<file path="src/lsfd_pkg.sv">
package lsfd_pkg;

  // identifier layout
  localparam int KEY_W = 6;
  localparam int ID_W = 8;
  localparam int BIT_EVEN = 6;
  localparam int BIT_ODD = 7;
  localparam int BIT_LEN_HI = 5;
  localparam int BIT_LEN_LO = 4;
  localparam int TOP_BIT = 7;
  localparam int ADDR_W = 7;
  localparam int OTP_W = 4;
  localparam int HW_W = 3;

  // reserved identifiers
  localparam logic [5:0] ID_COMMAND = 6'h3c;
  localparam logic [5:0] ID_READ = 6'h3d;
  localparam logic [5:0] ID_EXTENDED = 6'h3f;

  // payload lengths
  localparam int MAX_BYTES = 8;
  localparam logic [3:0] LEN_SHORT = 4'h2;
  localparam logic [3:0] LEN_MID = 4'h4;
  localparam logic [3:0] LEN_LONG = 4'h8;

  // special payload values
  localparam logic [7:0] MARKER_VAL = 8'h80;
  localparam logic [7:0] SLEEP_VAL = 8'h00;
  localparam logic [7:0] CSUM_INIT = 8'h00;

  // dynamic identifier table, indexed by pointer
  localparam int PTR_W = 4;
  localparam int NUM_PTR = 9;
  localparam logic [3:0] PTR_GP2 = 4'h0;
  localparam logic [3:0] PTR_GP4 = 4'h1;
  localparam logic [3:0] PTR_GET_POS = 4'h2;
  localparam logic [3:0] PTR_GET_STAT = 4'h3;
  localparam logic [3:0] PTR_PREPARE = 4'h8;

  // payload byte positions
  localparam int B_FIRST = 0;
  localparam int B_SECOND = 1;
  localparam int B_THIRD = 2;

  // frame classes
  typedef enum logic [2:0] {
    K_NONE,
    K_GP,
    K_APP_WR,
    K_DIR_RD,
    K_PREP,
    K_CMD,
    K_IND_RD
  } lsfd_kind_e;

  typedef enum logic [1:0] {
    ST_IDLE,
    ST_DATA,
    ST_CHECK
  } lsfd_state_e;

endpackage

</file>
<file path="src/lsfd_id_if.sv">
`timescale 1ns/1ps
interface lsfd_id_if;
  logic clk;
  logic rst;
  logic [lsfd_pkg::ID_W-1:0] id;
  logic [lsfd_pkg::NUM_PTR*lsfd_pkg::KEY_W-1:0] dyn;
  logic ok;
  lsfd_pkg::lsfd_kind_e kind;
  logic [3:0] len;
  logic [lsfd_pkg::PTR_W-1:0] ptr;

  modport checker_end (
    input clk, rst, id, dyn,
    output ok, kind, len, ptr
  );
  modport decoder_end (
    output clk, rst, id, dyn,
    input ok, kind, len, ptr
  );
endinterface

</file>
<file path="src/lsfd_id_checker.sv">
`timescale 1ns/1ps
module lsfd_id_checker (
  // identifier and its classification
  lsfd_id_if.checker_end cif
);

  logic [lsfd_pkg::KEY_W-1:0] key;
  logic even_bit;
  logic odd_bit;
  logic hit;
  logic [lsfd_pkg::PTR_W-1:0] hit_ptr;
  logic reserved;

  // first table entry whose identifier equals the key
  function automatic logic [lsfd_pkg::PTR_W:0] find_ptr(
    input logic [lsfd_pkg::KEY_W-1:0] k,
    input logic [lsfd_pkg::NUM_PTR*lsfd_pkg::KEY_W-1:0] tab
  );
    logic [lsfd_pkg::PTR_W:0] r;
    r = '0;
    for (int i = lsfd_pkg::NUM_PTR - 1; i >= 0; i--)
    begin
      if (tab[i*lsfd_pkg::KEY_W +: lsfd_pkg::KEY_W] == k)
      begin
        r = {1'b1, i[lsfd_pkg::PTR_W-1:0]};
      end
    end
    return r;
  endfunction

  // parity over the key
  // RULE_01 parity bit computation
  assign key = cif.id[lsfd_pkg::KEY_W-1:0];
  assign even_bit = key[0] ^ key[1] ^ key[2] ^ key[4];
  assign odd_bit = ~(key[1] ^ key[3] ^ key[4] ^ key[5]);
  // RULE_21 bad parity drops frame
  assign cif.ok = (cif.id[lsfd_pkg::BIT_EVEN] == even_bit) &&
                  (cif.id[lsfd_pkg::BIT_ODD] == odd_bit);

  // RULE_05 length from code bits
  assign cif.len = cif.id[lsfd_pkg::BIT_LEN_HI] ? (cif.id[lsfd_pkg::BIT_LEN_LO] ?
                   lsfd_pkg::LEN_LONG : lsfd_pkg::LEN_MID) : lsfd_pkg::LEN_SHORT;

  // RULE_20 reserved ids never dynamic
  assign reserved = (key == lsfd_pkg::ID_COMMAND) || (key == lsfd_pkg::ID_READ) ||
                    (key == lsfd_pkg::ID_EXTENDED);
  assign {hit, hit_ptr} = reserved ? '0 : find_ptr(key, cif.dyn);
  assign cif.ptr = hit_ptr;

  // classify the identifier
  always_comb
  begin
    cif.kind = lsfd_pkg::K_NONE;
    if (!cif.ok)
      cif.kind = lsfd_pkg::K_NONE;
    else if (key == lsfd_pkg::ID_COMMAND)
      cif.kind = lsfd_pkg::K_CMD;
    // RULE_14 0x3d read is indirect
    else if (key == lsfd_pkg::ID_READ)
      cif.kind = lsfd_pkg::K_IND_RD;
    else if (hit)
    begin
      if (hit_ptr == lsfd_pkg::PTR_GP2 || hit_ptr == lsfd_pkg::PTR_GP4)
        cif.kind = lsfd_pkg::K_GP;
      else if (hit_ptr == lsfd_pkg::PTR_GET_POS || hit_ptr == lsfd_pkg::PTR_GET_STAT)
        cif.kind = lsfd_pkg::K_DIR_RD;
      // RULE_16 prepare id has bit five clear
      else if (hit_ptr == lsfd_pkg::PTR_PREPARE)
        cif.kind = key[lsfd_pkg::BIT_LEN_HI] ? lsfd_pkg::K_NONE : lsfd_pkg::K_PREP;
      else
        cif.kind = lsfd_pkg::K_APP_WR;
    end
  end

  // RULE_01 parity check ties to key
  a_parity_match: assert property (@(posedge cif.clk) disable iff (cif.rst) // RULE_01
    cif.ok |-> (cif.id[6] == (cif.id[0] ^ cif.id[1] ^ cif.id[2] ^ cif.id[4])) &&
               (cif.id[7] == !(cif.id[1] ^ cif.id[3] ^ cif.id[4] ^ cif.id[5])))
    else $error("identifier accepted with wrong parity");

  a_extended_unused: assert property (@(posedge cif.clk) disable iff (cif.rst) // RULE_20
    (cif.id[5:0] == 6'h3f) |-> (cif.kind == lsfd_pkg::K_NONE))
    else $error("extended identifier classified as a frame");

  a_length_map: assert property (@(posedge cif.clk) disable iff (cif.rst) // RULE_05
    (cif.id[5:4] == 2'b11 && cif.len == 4'h8) || (cif.id[5:4] == 2'b10 && cif.len == 4'h4) ||
    (!cif.id[5] && cif.len == 4'h2))
    else $error("length code mapped wrongly");

endmodule

</file>
<file path="src/lsfd_frame_decoder.sv">
`timescale 1ns/1ps
// What this block does
// RULE_01 - identifier parity bits from key bits
// RULE_02 - command byte top bit set; zero is sleep
// RULE_03 - general frame: command, flag plus node number
// RULE_04 - flag clear all act; set needs address
// RULE_05 - length code gives 2, 4, 8 bytes
// RULE_06 - bound application write executes on every node
// RULE_07 - master gives each node its own id
// RULE_08 - 0x3c frame: marker, command, address, parameters
// RULE_09 - read frame: one slave sends data, checksum
// RULE_10 - direct read id only triggers a response
// RULE_11 - indirect read answered only right after prepare
// RULE_12 - every response carries own physical address
// RULE_13 - direct read answered with no prepare
// RULE_14 - 0x3d eight byte read is indirect
// RULE_15 - prepare carries address and command; addressee arms
// RULE_16 - short prepare: bit five clear, flagged bytes
// RULE_17 - 0x3c frame also arms indirect read
// RULE_18 - checksum inverted carry-around sum of data
// RULE_19 - address is four otp plus three pins
// RULE_20 - 0x3c and 0x3f never dynamic ids
// RULE_21 - bad parity frame ignored entirely; its header still clears prep_armed
module lsfd_frame_decoder #(
  parameter int MAXB = lsfd_pkg::MAX_BYTES
) (
  // clock, reset, enable
  input wire logic clk,
  input wire logic rst,
  input wire logic ce,
  // frame bytes from the protocol handler
  input wire logic hdr_valid,
  input wire logic [lsfd_pkg::ID_W-1:0] hdr_id,
  input wire logic data_valid,
  input wire logic [7:0] data_byte,
  // node address and identifier table
  input wire logic [lsfd_pkg::OTP_W-1:0] otp_addr,
  input wire logic [lsfd_pkg::HW_W-1:0] hw_addr_pin,
  input wire logic [lsfd_pkg::NUM_PTR*lsfd_pkg::KEY_W-1:0] dyn_table,
  // decoded command
  output logic cmd_valid,
  output lsfd_pkg::lsfd_kind_e cmd_kind,
  output logic [lsfd_pkg::PTR_W-1:0] cmd_ptr,
  output logic [6:0] cmd_code,
  output logic [3:0] cmd_len,
  output logic [MAXB*8-1:0] cmd_payload,
  output logic sleep_req,
  // read response request
  output logic resp_start,
  output logic resp_indirect,
  output logic [lsfd_pkg::PTR_W-1:0] resp_ptr,
  output logic [6:0] resp_code,
  output logic [3:0] resp_len,
  output logic [lsfd_pkg::ADDR_W-1:0] resp_addr,
  // status
  output logic prep_armed,
  output logic parity_err,
  output logic checksum_err
);

  lsfd_id_if idb();
  lsfd_pkg::lsfd_state_e state;
  lsfd_pkg::lsfd_state_e next_state;
  lsfd_pkg::lsfd_kind_e kind;
  logic [lsfd_pkg::PTR_W-1:0] ptr;
  logic [3:0] len;
  logic [3:0] cnt;
  logic [7:0] acc;
  logic [7:0] pay_mem [MAXB];
  logic [lsfd_pkg::HW_W-1:0] hw_meta;
  logic [lsfd_pkg::HW_W-1:0] hw_sync;
  logic [lsfd_pkg::ADDR_W-1:0] own_addr;
  logic [6:0] prep_code;
  logic hdr_take;
  logic byte_take;
  logic last_data;
  logic check_take;
  logic csum_good;
  logic [7:0] b0;
  logic [7:0] b1;
  logic [7:0] b2;
  logic gp_act;
  logic cmd3c_act;
  logic is_marker;
  logic do_cmd;
  logic do_sleep;
  logic do_arm;
  logic [6:0] next_code;
  logic dir_rd;
  logic ind_rd;
  logic [MAXB*8-1:0] packed_pay;

  // end-around carry accumulation
  function automatic logic [7:0] csum_add(input logic [7:0] a, input logic [7:0] b);
    logic [8:0] s;
    s = {1'b0, a} + {1'b0, b};
    return s[7:0] + {7'h00, s[8]};
  endfunction

  // flagged node number equals own address
  function automatic logic addr_hit(input logic [7:0] v, input logic [6:0] own);
    return v[lsfd_pkg::ADDR_W-1:0] == own;
  endfunction

  // identifier classification
  assign idb.clk = clk;
  assign idb.rst = rst;
  assign idb.id = hdr_id;
  assign idb.dyn = dyn_table;

  lsfd_id_checker u_id (
    .cif(idb.checker_end)
  );

  // RULE_19 address from otp and pins
  assign own_addr = {otp_addr, hw_sync};

  // strobes
  assign hdr_take = ce && hdr_valid;
  assign byte_take = ce && data_valid && !hdr_valid;
  assign last_data = (state == lsfd_pkg::ST_DATA) && (cnt == len - 4'h1);
  assign check_take = byte_take && (state == lsfd_pkg::ST_CHECK);
  // RULE_18 inverted sum of data only
  assign csum_good = data_byte == ~acc;

  // payload fields
  assign b0 = pay_mem[lsfd_pkg::B_FIRST];
  assign b1 = pay_mem[lsfd_pkg::B_SECOND];
  assign b2 = pay_mem[lsfd_pkg::B_THIRD];
  assign is_marker = b0 == lsfd_pkg::MARKER_VAL;

  // RULE_03 command then flagged node
  // RULE_04 flag clear or address match
  assign gp_act = b0[lsfd_pkg::TOP_BIT] &&
                  (!b1[lsfd_pkg::TOP_BIT] || addr_hit(b1, own_addr));
  // RULE_08 marker, command, address
  assign cmd3c_act = is_marker && (!b2[lsfd_pkg::TOP_BIT] || addr_hit(b2, own_addr));

  // decisions at the checksum byte
  always_comb
  begin
    do_cmd = 1'b0;
    do_arm = 1'b0;
    do_sleep = 1'b0;
    next_code = b0[6:0];
    if (check_take && csum_good)
    begin
      unique case (kind)
        lsfd_pkg::K_GP:
        begin
          // RULE_02 low values are broadcast only
          do_sleep = b0 == lsfd_pkg::SLEEP_VAL;
          do_cmd = gp_act;
        end
        // RULE_06 bound command ignores address
        // RULE_07 node-bound id also lands here
        lsfd_pkg::K_APP_WR:
          do_cmd = 1'b1;
        lsfd_pkg::K_CMD:
        begin
          do_sleep = b0 == lsfd_pkg::SLEEP_VAL;
          do_cmd = cmd3c_act;
          next_code = b1[6:0];
          // RULE_17 long command frame prepares
          do_arm = is_marker && addr_hit(b2, own_addr);
        end
        // RULE_15 only addressee arms
        // RULE_16 both bytes flagged
        lsfd_pkg::K_PREP:
          do_arm = b0[lsfd_pkg::TOP_BIT] && b1[lsfd_pkg::TOP_BIT] && addr_hit(b1, own_addr);
        default:
          do_cmd = 1'b0;
      endcase
    end
  end

  // RULE_13 direct read needs no prepare
  assign dir_rd = idb.kind == lsfd_pkg::K_DIR_RD;
  // RULE_11 indirect read only after prepare
  assign ind_rd = (idb.kind == lsfd_pkg::K_IND_RD) && prep_armed;

  // frame sequencing
  always_comb
  begin
    next_state = state;
    if (hdr_take)
    begin
      // RULE_10 reads never collect a command
      // RULE_09 read data comes from the responder
      unique case (idb.kind)
        lsfd_pkg::K_GP, lsfd_pkg::K_APP_WR, lsfd_pkg::K_CMD, lsfd_pkg::K_PREP:
          next_state = lsfd_pkg::ST_DATA;
        default:
          next_state = lsfd_pkg::ST_IDLE;
      endcase
    end
    else if (byte_take && last_data)
      next_state = lsfd_pkg::ST_CHECK;
    else if (check_take)
      next_state = lsfd_pkg::ST_IDLE;
  end

  // payload as one word
  always_comb
  begin
    packed_pay = '0;
    for (int i = 0; i < MAXB; i++)
      packed_pay[i*8 +: 8] = pay_mem[i];
  end

  // pin synchroniser
  always_ff @(posedge clk)
  begin
    if (rst)
    begin
      hw_meta <= '0;
      hw_sync <= '0;
    end
    else if (ce)
    begin
      hw_meta <= hw_addr_pin;
      hw_sync <= hw_meta;
    end
  end

  // header capture and byte collection
  always_ff @(posedge clk)
  begin
    if (rst)
    begin
      state <= lsfd_pkg::ST_IDLE;
      kind <= lsfd_pkg::K_NONE;
      ptr <= '0;
      len <= lsfd_pkg::LEN_SHORT;
      cnt <= '0;
      acc <= lsfd_pkg::CSUM_INIT;
    end
    else if (ce)
    begin
      state <= next_state;
      if (hdr_take)
      begin
        kind <= idb.kind;
        ptr <= idb.ptr;
        len <= idb.len;
        cnt <= '0;
        acc <= lsfd_pkg::CSUM_INIT;
      end
      else if (byte_take && state == lsfd_pkg::ST_DATA)
      begin
        cnt <= cnt + 4'h1;
        acc <= csum_add(acc, data_byte);
      end
    end
  end

  // payload store
  always_ff @(posedge clk)
  begin
    if (rst)
    begin
      for (int i = 0; i < MAXB; i++)
        pay_mem[i] <= '0;
    end
    else if (ce && byte_take && state == lsfd_pkg::ST_DATA)
      pay_mem[cnt[2:0]] <= data_byte;
  end

  // prepare state, consumed by the very next header
  always_ff @(posedge clk)
  begin
    if (rst)
    begin
      prep_armed <= 1'b0;
      prep_code <= '0;
    end
    else if (ce)
    begin
      if (hdr_take)
        prep_armed <= 1'b0;
      else if (do_arm)
      begin
        prep_armed <= 1'b1;
        prep_code <= next_code;
      end
    end
  end

  // command and status outputs
  always_ff @(posedge clk)
  begin
    if (rst)
    begin
      cmd_valid <= 1'b0;
      cmd_kind <= lsfd_pkg::K_NONE;
      cmd_ptr <= '0;
      cmd_code <= '0;
      cmd_len <= '0;
      cmd_payload <= '0;
      sleep_req <= 1'b0;
      parity_err <= 1'b0;
      checksum_err <= 1'b0;
    end
    else if (ce)
    begin
      cmd_valid <= do_cmd;
      sleep_req <= do_sleep;
      parity_err <= hdr_take && !idb.ok;
      checksum_err <= check_take && !csum_good;
      if (do_cmd)
      begin
        cmd_kind <= kind;
        cmd_ptr <= ptr;
        cmd_code <= next_code;
        cmd_len <= len;
        cmd_payload <= packed_pay;
      end
    end
  end

  // response request outputs
  always_ff @(posedge clk)
  begin
    if (rst)
    begin
      resp_start <= 1'b0;
      resp_indirect <= 1'b0;
      resp_ptr <= '0;
      resp_code <= '0;
      resp_len <= '0;
      resp_addr <= '0;
    end
    else if (ce)
    begin
      // RULE_12 response carries own address
      resp_addr <= own_addr;
      // RULE_21 parity failure never answered
      resp_start <= hdr_take && (dir_rd || ind_rd);
      if (hdr_take && (dir_rd || ind_rd))
      begin
        resp_indirect <= ind_rd;
        resp_ptr <= idb.ptr;
        resp_code <= ind_rd ? prep_code : 7'h00;
        resp_len <= idb.len;
      end
    end
  end

  a_direct_answer: assert property (@(posedge clk) disable iff (rst) // RULE_13
    (ce && hdr_valid && idb.kind == lsfd_pkg::K_DIR_RD) |=> resp_start && !resp_indirect)
    else $error("direct read not answered");

  a_indirect_gated: assert property (@(posedge clk) disable iff (rst) // RULE_11
    (ce && hdr_valid && idb.kind == lsfd_pkg::K_IND_RD && !prep_armed) |=> !resp_start)
    else $error("indirect read answered without prepare");

  a_prepare_consumed: assert property (@(posedge clk) disable iff (rst) // RULE_11
    (ce && hdr_valid) |=> !prep_armed)
    else $error("prepare survived a following header");

  a_parity_silent: assert property (@(posedge clk) disable iff (rst) // RULE_21
    (ce && hdr_valid && !idb.ok) |=> parity_err && !resp_start && state == lsfd_pkg::ST_IDLE)
    else $error("bad parity frame not dropped");

  a_direct_read_only: assert property (@(posedge clk) disable iff (rst) // RULE_10
    (ce && hdr_valid && idb.kind == lsfd_pkg::K_DIR_RD) |=> state == lsfd_pkg::ST_IDLE)
    else $error("direct read identifier collected a command");

  a_resp_address: assert property (@(posedge clk) disable iff (rst) // RULE_12
    ($rose(resp_start) && $past(ce)) |-> resp_addr == $past(own_addr))
    else $error("response address is not the own address");

  a_gp_addressing: assert property (@(posedge clk) disable iff (rst) // RULE_04
    ($rose(cmd_valid) && cmd_kind == lsfd_pkg::K_GP && cmd_payload[15]) |->
      cmd_payload[14:8] == $past(own_addr))
    else $error("addressed command taken for another node");

  a_checksum_ok: assert property (@(posedge clk) disable iff (rst) // RULE_18
    $rose(cmd_valid) |-> $past(data_byte) == ~$past(acc))
    else $error("command taken with a bad checksum");

endmodule

</file>
<file path="config.mk">
export PLATFORM = sky130hd
export DESIGN_NAME = lsfd_frame_decoder
export DESIGN_NICKNAME = d
export VERILOG_FILES = /design/src/lsfd_pkg.sv /design/src/lsfd_id_if.sv /design/src/lsfd_id_checker.sv /design/src/lsfd_frame_decoder.sv
export SDC_FILE = /design/constraint.sdc
export NUM_CORES = 1
export LEC_CHECK = 0
export BUFFER_PORTS_ARGS = -buffer_cell sky130_fd_sc_hd__buf_2
export CAP_MARGIN = 10
export CORE_ASPECT_RATIO = 1.5
export CORE_UTILIZATION = 30
export CTS_CLUSTER_SIZE = 16
export DETAILED_ROUTE_END_ITERATION = 7
export PLACE_DENSITY = 0.49
export SLEW_MARGIN = 20
export SYNTH_ARGS = -nofsm -noshare
export SYNTH_HDL_FRONTEND = slang
export SYNTH_SLANG_ARGS = --single-unit
</file>
<file path="constraint.sdc">
create_clock -name clk -period 3.9 [get_ports clk]
set_input_delay 0.195 -clock clk [delete_from_list [all_inputs] [get_ports clk]]
set_output_delay 0.195 -clock clk [all_outputs]
set_load 0.02 [all_outputs]
</file>
# After elaboration in Yosys (flattened, before gate mapping)
# Memories as Yosys holds them, arrays and structs flattened. A register that Yosys moved wholly into a read port is not among the register bits.
# Index checks and enable logic that the tools add are counted.
# word_totals
ramBits	64
in_bits	82
out_inout_bits	111
memories	1
regBits	149
wordCells	168
# classes
bitwise	9
add_sub_neg	4
reduce_logical	47
n_eq_ne	35
muxes	47
# memory_table
name	depth	word_bits	rd	rd_clocked_by_memory_dff	wr	line	source
pay_mem	8	8	8	5	8	lsfd_frame_decoder.sv:69	logic [7:0] pay_mem [MAXB];
# op_table
op	count
equality test 6 bit	9
two-way mux 5 bit	10
two-way mux 3 bit	9
two-way mux 8 bit	3
two-way mux 7 bit	3
logical AND 1 bit	20
equality test 6 bit (second input constant)	3
two-way mux 4 bit	4
equality test 3 bit (second input constant)	5
equality test 7 bit	2
two-way mux 1 bit	13
AND reduction 2 bit	6
adder 8 x 8 -> 9 bit	1
equality test 3 x 2 -> 1 bit (second input constant)	3
adder 8 x 1 -> 8 bit	1
equality test 4 x 2 -> 1 bit (second input constant)	2
equality test 8 bit	1
equality test 8 bit (second input constant)	1
logical NOT 8 bit	1
NOT 8 bit	1
OR reduction 8 bit	1
logical OR 1 bit	7
equality test 3 x 1 -> 1 bit (second input constant)	2
two-way mux 2 bit	3
other kinds (19)	31

# Longest topological paths before layout
# depth
ltp_word	24
mapped_depth	13
mapped_depth_nobuf	13

# Cells and area by module
# A second synthesis with hierarchy kept.
# unflattened
cells_unflattened	929
area_unflattened_um2	9724.3
# by_module_without_submodules
module	seq_area_each_um2	instances	area_each_um2	cells_per_inst
lsfd_frame_decoder	4904.7	1	8745.9	801
lsfd_id_checker	0.0	1	978.4	128

# Worst setup path after synthesis
# OpenSTA, ideal clock, no wires.
# synth_path
path_kind	register to register
startpoint	reg acc[0]
endpoint	reg acc[7]
slack_ns	1.207
path_stages_with_launch	14
setup_time_ns	0.116
synth_period_minus_slack_ns	2.693
required_ns	3.784
n_path_buf	0
t_arrival_ns	2.576
cell_sequence	dfxtp_1 ha_1 fa_1 a21o_1 a21oi_1 nor2_1 nor2_1 nand2_1 ha_1 and3_1 nand3_1 nor4_1 or3_1 a31o_2
# synth_via
elab_chain_len	4
# synth_lines
item	line	source
start: declaration	lsfd_frame_decoder.sv:68	logic [7:0] acc;
start signal: assignment	lsfd_frame_decoder.sv:236	acc <= lsfd_pkg::CSUM_INIT;
start signal: assignment	lsfd_frame_decoder.sv:247	acc <= lsfd_pkg::CSUM_INIT;
start signal: assignment	lsfd_frame_decoder.sv:252	acc <= csum_add(acc, data_byte);
adder 8 x 8 -> 9 bit	lsfd_frame_decoder.sv:96	s = {1'b0, a} + {1'b0, b};
adder 8 x 1 -> 8 bit	lsfd_frame_decoder.sv:97	return s[7:0] + {7'h00, s[8]};
two-way mux 8 bit	lsfd_frame_decoder.sv:249	else if (byte_take && state == lsfd_pkg::ST_DATA)
two-way mux 8 bit	lsfd_frame_decoder.sv:241	if (hdr_take)
# No other way between the ends. The select of a mux whose other input is x is not followed.
# A chain may end at the register's enable or synchronous reset.

# Final worst setup path
# layout_path
startpoint	reg kind[1]
endpoint	reg cmd_payload[33], read port of pay_mem
# layout_via
elab_chain_len	4
word_cells_on_any_way	6
cone_classes	eq/ne (3); mux (2); reduce/logical (1)
# layout_lines
item	line	source
start: declaration	lsfd_frame_decoder.sv:64	lsfd_pkg::lsfd_kind_e kind;
start signal: assignment	lsfd_frame_decoder.sv:232	kind <= lsfd_pkg::K_NONE;
start signal: assignment	lsfd_frame_decoder.sv:243	kind <= idb.kind;
equality test 3 bit (tied with other cells)	lsfd_frame_decoder.sv:148	unique case (kind)
one-hot mux 1 bit (3 select lines) (*)	lsfd_frame_decoder.sv:148	
two-way mux 1 bit (*)	lsfd_frame_decoder.sv:146	if (check_take && csum_good)
AND reduction 2 bit (no source line) (*)	n/a	
end: declaration	lsfd_frame_decoder.sv:46	output logic [MAXB*8-1:0] cmd_payload,
# Every way passes the cells marked *; elsewhere a longest branch is shown, timed or not.

==> impl_summary.log <==
[metrics] status: completed
[metrics] most used flip-flop cell after synthesis: dfxtp_1
[metrics] standard-cell row count: 81
[metrics] cells along the critical path: nor2b_1 -> nand3_1 -> nand3b_1 -> o31ai_1 -> a21oi_4 -> buf_4 -> o21ai_0 -> a21oi_1
[metrics] data required time at the worst endpoint: 4340 ps
[metrics] global-route wire length before repair: 43.3 mm
[metrics] Clk Tree Root Cell: clkbuf_16
[metrics] number of antenna violations at the first check in global routing: 2
[metrics] DR iter-0 viols: 345
[metrics] non-filler instance count after layout: 1614
[metrics] routed length per placed instance: 17.6 microns
[metrics] PortBufs: 190
[metrics] RePlAce Congestion: 0.814
[metrics] most frequent cells after synthesis: dfxtp_1 (146), a21oi_1 (107), nand3_1 (96)
[metrics] detailed-route DRC error count: 0
[metrics] top-area cell type share of the netlist area: 29.6%
[metrics] Post-Syn Area per Cell: 9.62 sq um
[metrics] number of CTS-inserted buffers: 22
[metrics] yosys synthesis warning count: 0
[metrics] cell type with the highest aggregate area in the netlist: dfxtp_1
[metrics] die width: 150 microns
[metrics] Buf+Inv Stages, Crit Path: 1
[metrics] multi-input combinational cell area: 4610 sq um
[metrics] area of all sequential standard cells: 4840 sq um
[metrics] largest net degree at the start of global routing: 84
[metrics] count of pins on the block boundary: 193
[metrics] worst-case clock skew: 24.4 ps
[metrics] hold crit path type: primary input to flip-flop
[metrics] Async S/R FF share, synth: 0%
[metrics] # diodes: 0
[metrics] critical path start-end classification: flip-flop to flip-flop
[metrics] Cells after Synth: 1026
[metrics] max frequency: 339 MHz
[metrics] CP max stage delay: 730 ps
[metrics] worst hold slack: 4.12 ps
[metrics] via count: 7901
[metrics] global routing usage summed across all routing layers: 16.6%
[metrics] die area: 33600 sq um
[metrics] worst skew pair latency: 530 ps
[metrics] fraction of final layout cells sized beyond drive strength 1: 22.9%
[metrics] Max Cap Violations: 0
[metrics] number of flops mapped to enable cells by yosys: 64
[metrics] Area Overhead vs Synth: 21.2%
[metrics] part of the Yosys area used for sequential elements: 49.1%
[metrics] count of endpoints failing setup in the final report: 0
[metrics] total of fill cells in the finished design: 3336
[metrics] post-route clock period utilization: 75.6%
[metrics] Post-Syn Area: 9870 sq um
[metrics] clock tree from TritonCTS: yes
[metrics] crit-path max FO: 48
[metrics] buffer count from post-CTS setup fixing: 0
[metrics] total design power: 4.96 mW
[metrics] worst ir drop on vdd: 0.263 mV
[metrics] endpoint arrival time on the critical path: 3390 ps
[metrics] starting utilization of the core area: 30.3%
[metrics] clock transition at the register clock pins on the worst setup and hold paths after CTS: 60 ps
[metrics] Core Footprint: 32500 sq um
[metrics] iteration count of the initial detailed-routing pass: 5
[metrics] library cell contributing the largest single delay on the critical path: a21oi_4
[metrics] post-detailed-routing wire length: 28.4 mm
[metrics] count of different cell masters after synthesis: 70
[metrics] half-perimeter wire length after placement: 20.2 mm
[metrics] deepest clock path buffer count: 3
[metrics] static leakage power: 4.70 nW
[metrics] Setup crit end kind: flip-flop
[metrics] number of clock sinks seen by CTS: 210
[metrics] leading post-synthesis cells by cell area: dfxtp_1 (30%), edfxtp_1 (19%), a21oi_1 (5.4%), nand3_1 (4.9%), xor2_1 (4.3%)
[metrics] setup TNS after final layout: 0 ps
[metrics] areal power density over the cells: 415 nW/um^2
[metrics] # placed instances: 1571
[metrics] most frequently used cell type in the post-synthesis netlist: dfxtp_1
[metrics] setup repair after global routing missed its margin: false
[metrics] number of storage elements in the synthesis netlist: 210
[metrics] number of global-route vias before repair: 7533
[metrics] Die Y-Extent: 224 microns
[metrics] normalized max-slew margin: 41.0%
[metrics] measured slew at the worst slew-check pin: 883 ps
[metrics] shortest period the worst path allows: 2950 ps
[metrics] number of failing hold endpoints at the final stage: 0
[metrics] Critical Path Source Type: flip-flop
[metrics] dominant delay contributor by cell family on the critical path: compound AO/OA/AOI/OAI gates
[metrics] residual overflow from global routing: 0
[metrics] number of nets with antenna violations after detailed routing: 0
[metrics] per-cell via count in the routed design: 4.90
[metrics] number of H-tree levels: 1
[metrics] total count of max-transition violations in the final report: 0
[metrics] Nets: 1281
==> flip-flops by register name, summed over array words and instances (netlist names), 2 cells and up <==
signal,flops
hw_meta,3
cmd_code,7
acc,8
cmd_payload,64
cnt,4
cmd_len,3
kind,3
ptr,4
cmd_ptr,4
len,3
resp_len,3
state,2
cmd_kind,3
resp_code,7
pay_mem,64
resp_ptr,4
hw_sync,3
prep_code,7
resp_addr,7
==> final timing paths <==
check                                         startpoint                           end  slack, ps  cells after the start
worst max-delay path                kind[1]$_SDFFE_PP0P_  cmd_payload[33]$_SDFFE_PP0P_        950                      8
worst max register to register      kind[1]$_SDFFE_PP0P_  cmd_payload[33]$_SDFFE_PP0P_        950                      8
worst min register to register  resp_len[1]$_SDFFE_PP0P_      resp_len[1]$_SDFFE_PP0P_        460                      2
worst min-delay path                         otp_addr[2]     resp_addr[5]$_SDFFE_PP0P_          4                      3
==> metrics by stage <==
stage               utilization [%]  area, sq um  worst slack (ps)
floorplan                         -         9870              1210
global placement               34.2        11100               876
detailed placement             34.2        11100               824
CTS                            36.8        12000               897
global route                   36.8        12000               642
finish                         36.8        12000               950
==> timing repair <==
item                       CTS  global route
gates resized for setup      0             0
setup endpoints to repair    0             0
hold buffers                 3             0
hold endpoints to repair     3             0
==> power breakdown <==
group / total [mW] / switching [mW] / internal [mW]
Clock: 2.33 / 0.911 / 1.42
Combinational: 0.326 / 0.201 / 0.125
Sequential: 2.30 / 0.0223 / 2.28
Total: 4.96 / 1.13 / 3.82
==> cells in the final DEF, fill, tap and decap left out, types with 4 or more instances in the layout <==
master	instances
nand4_1	5
nor3b_1	4
o32ai_1	7
clkbuf_16	22
nand3b_1	6
a21oi_1	106
ha_1	15
nor3_1	27
o21ai_0	79
nand3_1	96
inv_1	24
nor4_1	10
dfxtp_1	146
xnor2_1	35
or2_2	10
nor2b_1	4
and2_1	67
nand2_1	37
mux2_2	7
nand2b_1	10
o21a_1	5
mux2i_1	24
xor2_1	49
buf_4	12
bufinv_16	5
buf_2	189
edfxtp_1	64
nor2_1	49
or3_1	6
==> worst reg2reg max path: cells and delay by family (launching register included) <==
| kind | cells | cell delay, ps |
|---|---|---|
| buffers and inverters | 1 | 550 |
| flip-flops | 1 | 520 |
| AND/OR/NAND/NOR | 3 | 560 |
| AO/OA/AOI/OAI | 4 | 1250 |
==> area by class of cell <==
class | count | area share (%)
inverters | 24 | 0.753
repair buffers | 205 | 9.08
flip-flops and latches | 210 | 40.5
well taps | 415 | 4.34
multi-input cells | 720 | 38.6
clock buffers | 27 | 4.93
clock inverters | 13 | 1.80
==> per-layer routing <==
metal  global-route usage, %  share of wire, %  up-vias  wire length, microns
li1                        -                 -     3943                     -
met3                    2.89               5.6       43                  1580
met5                       0             0.056        -                    16
met1                    20.0                42     3696                 11900
met4                    5.34               2.4        4                   685
met2                    29.4                50      215                 14200
==> kinds of logic (layout without fill, tap and decap cells) <==
logic type | count (synthesis) | in the layout | share of synthesized area [%]
xor gates and xnor gates | 86 | 86 | 7.78
muxes | 31 | 31 | 3.23
adders and majority gates | 16 | 16 | 2.10
AOI/OAI and AO/OA | 234 | 234 | 13.9
and+or+nand+nor | 351 | 351 | 19.5
other | 1 | 2 | 0.0380
buffers and inverters | 97 | 269 | 4.37
DFF | 210 | 210 | 49.1
(Power assumes the default switching activity.)
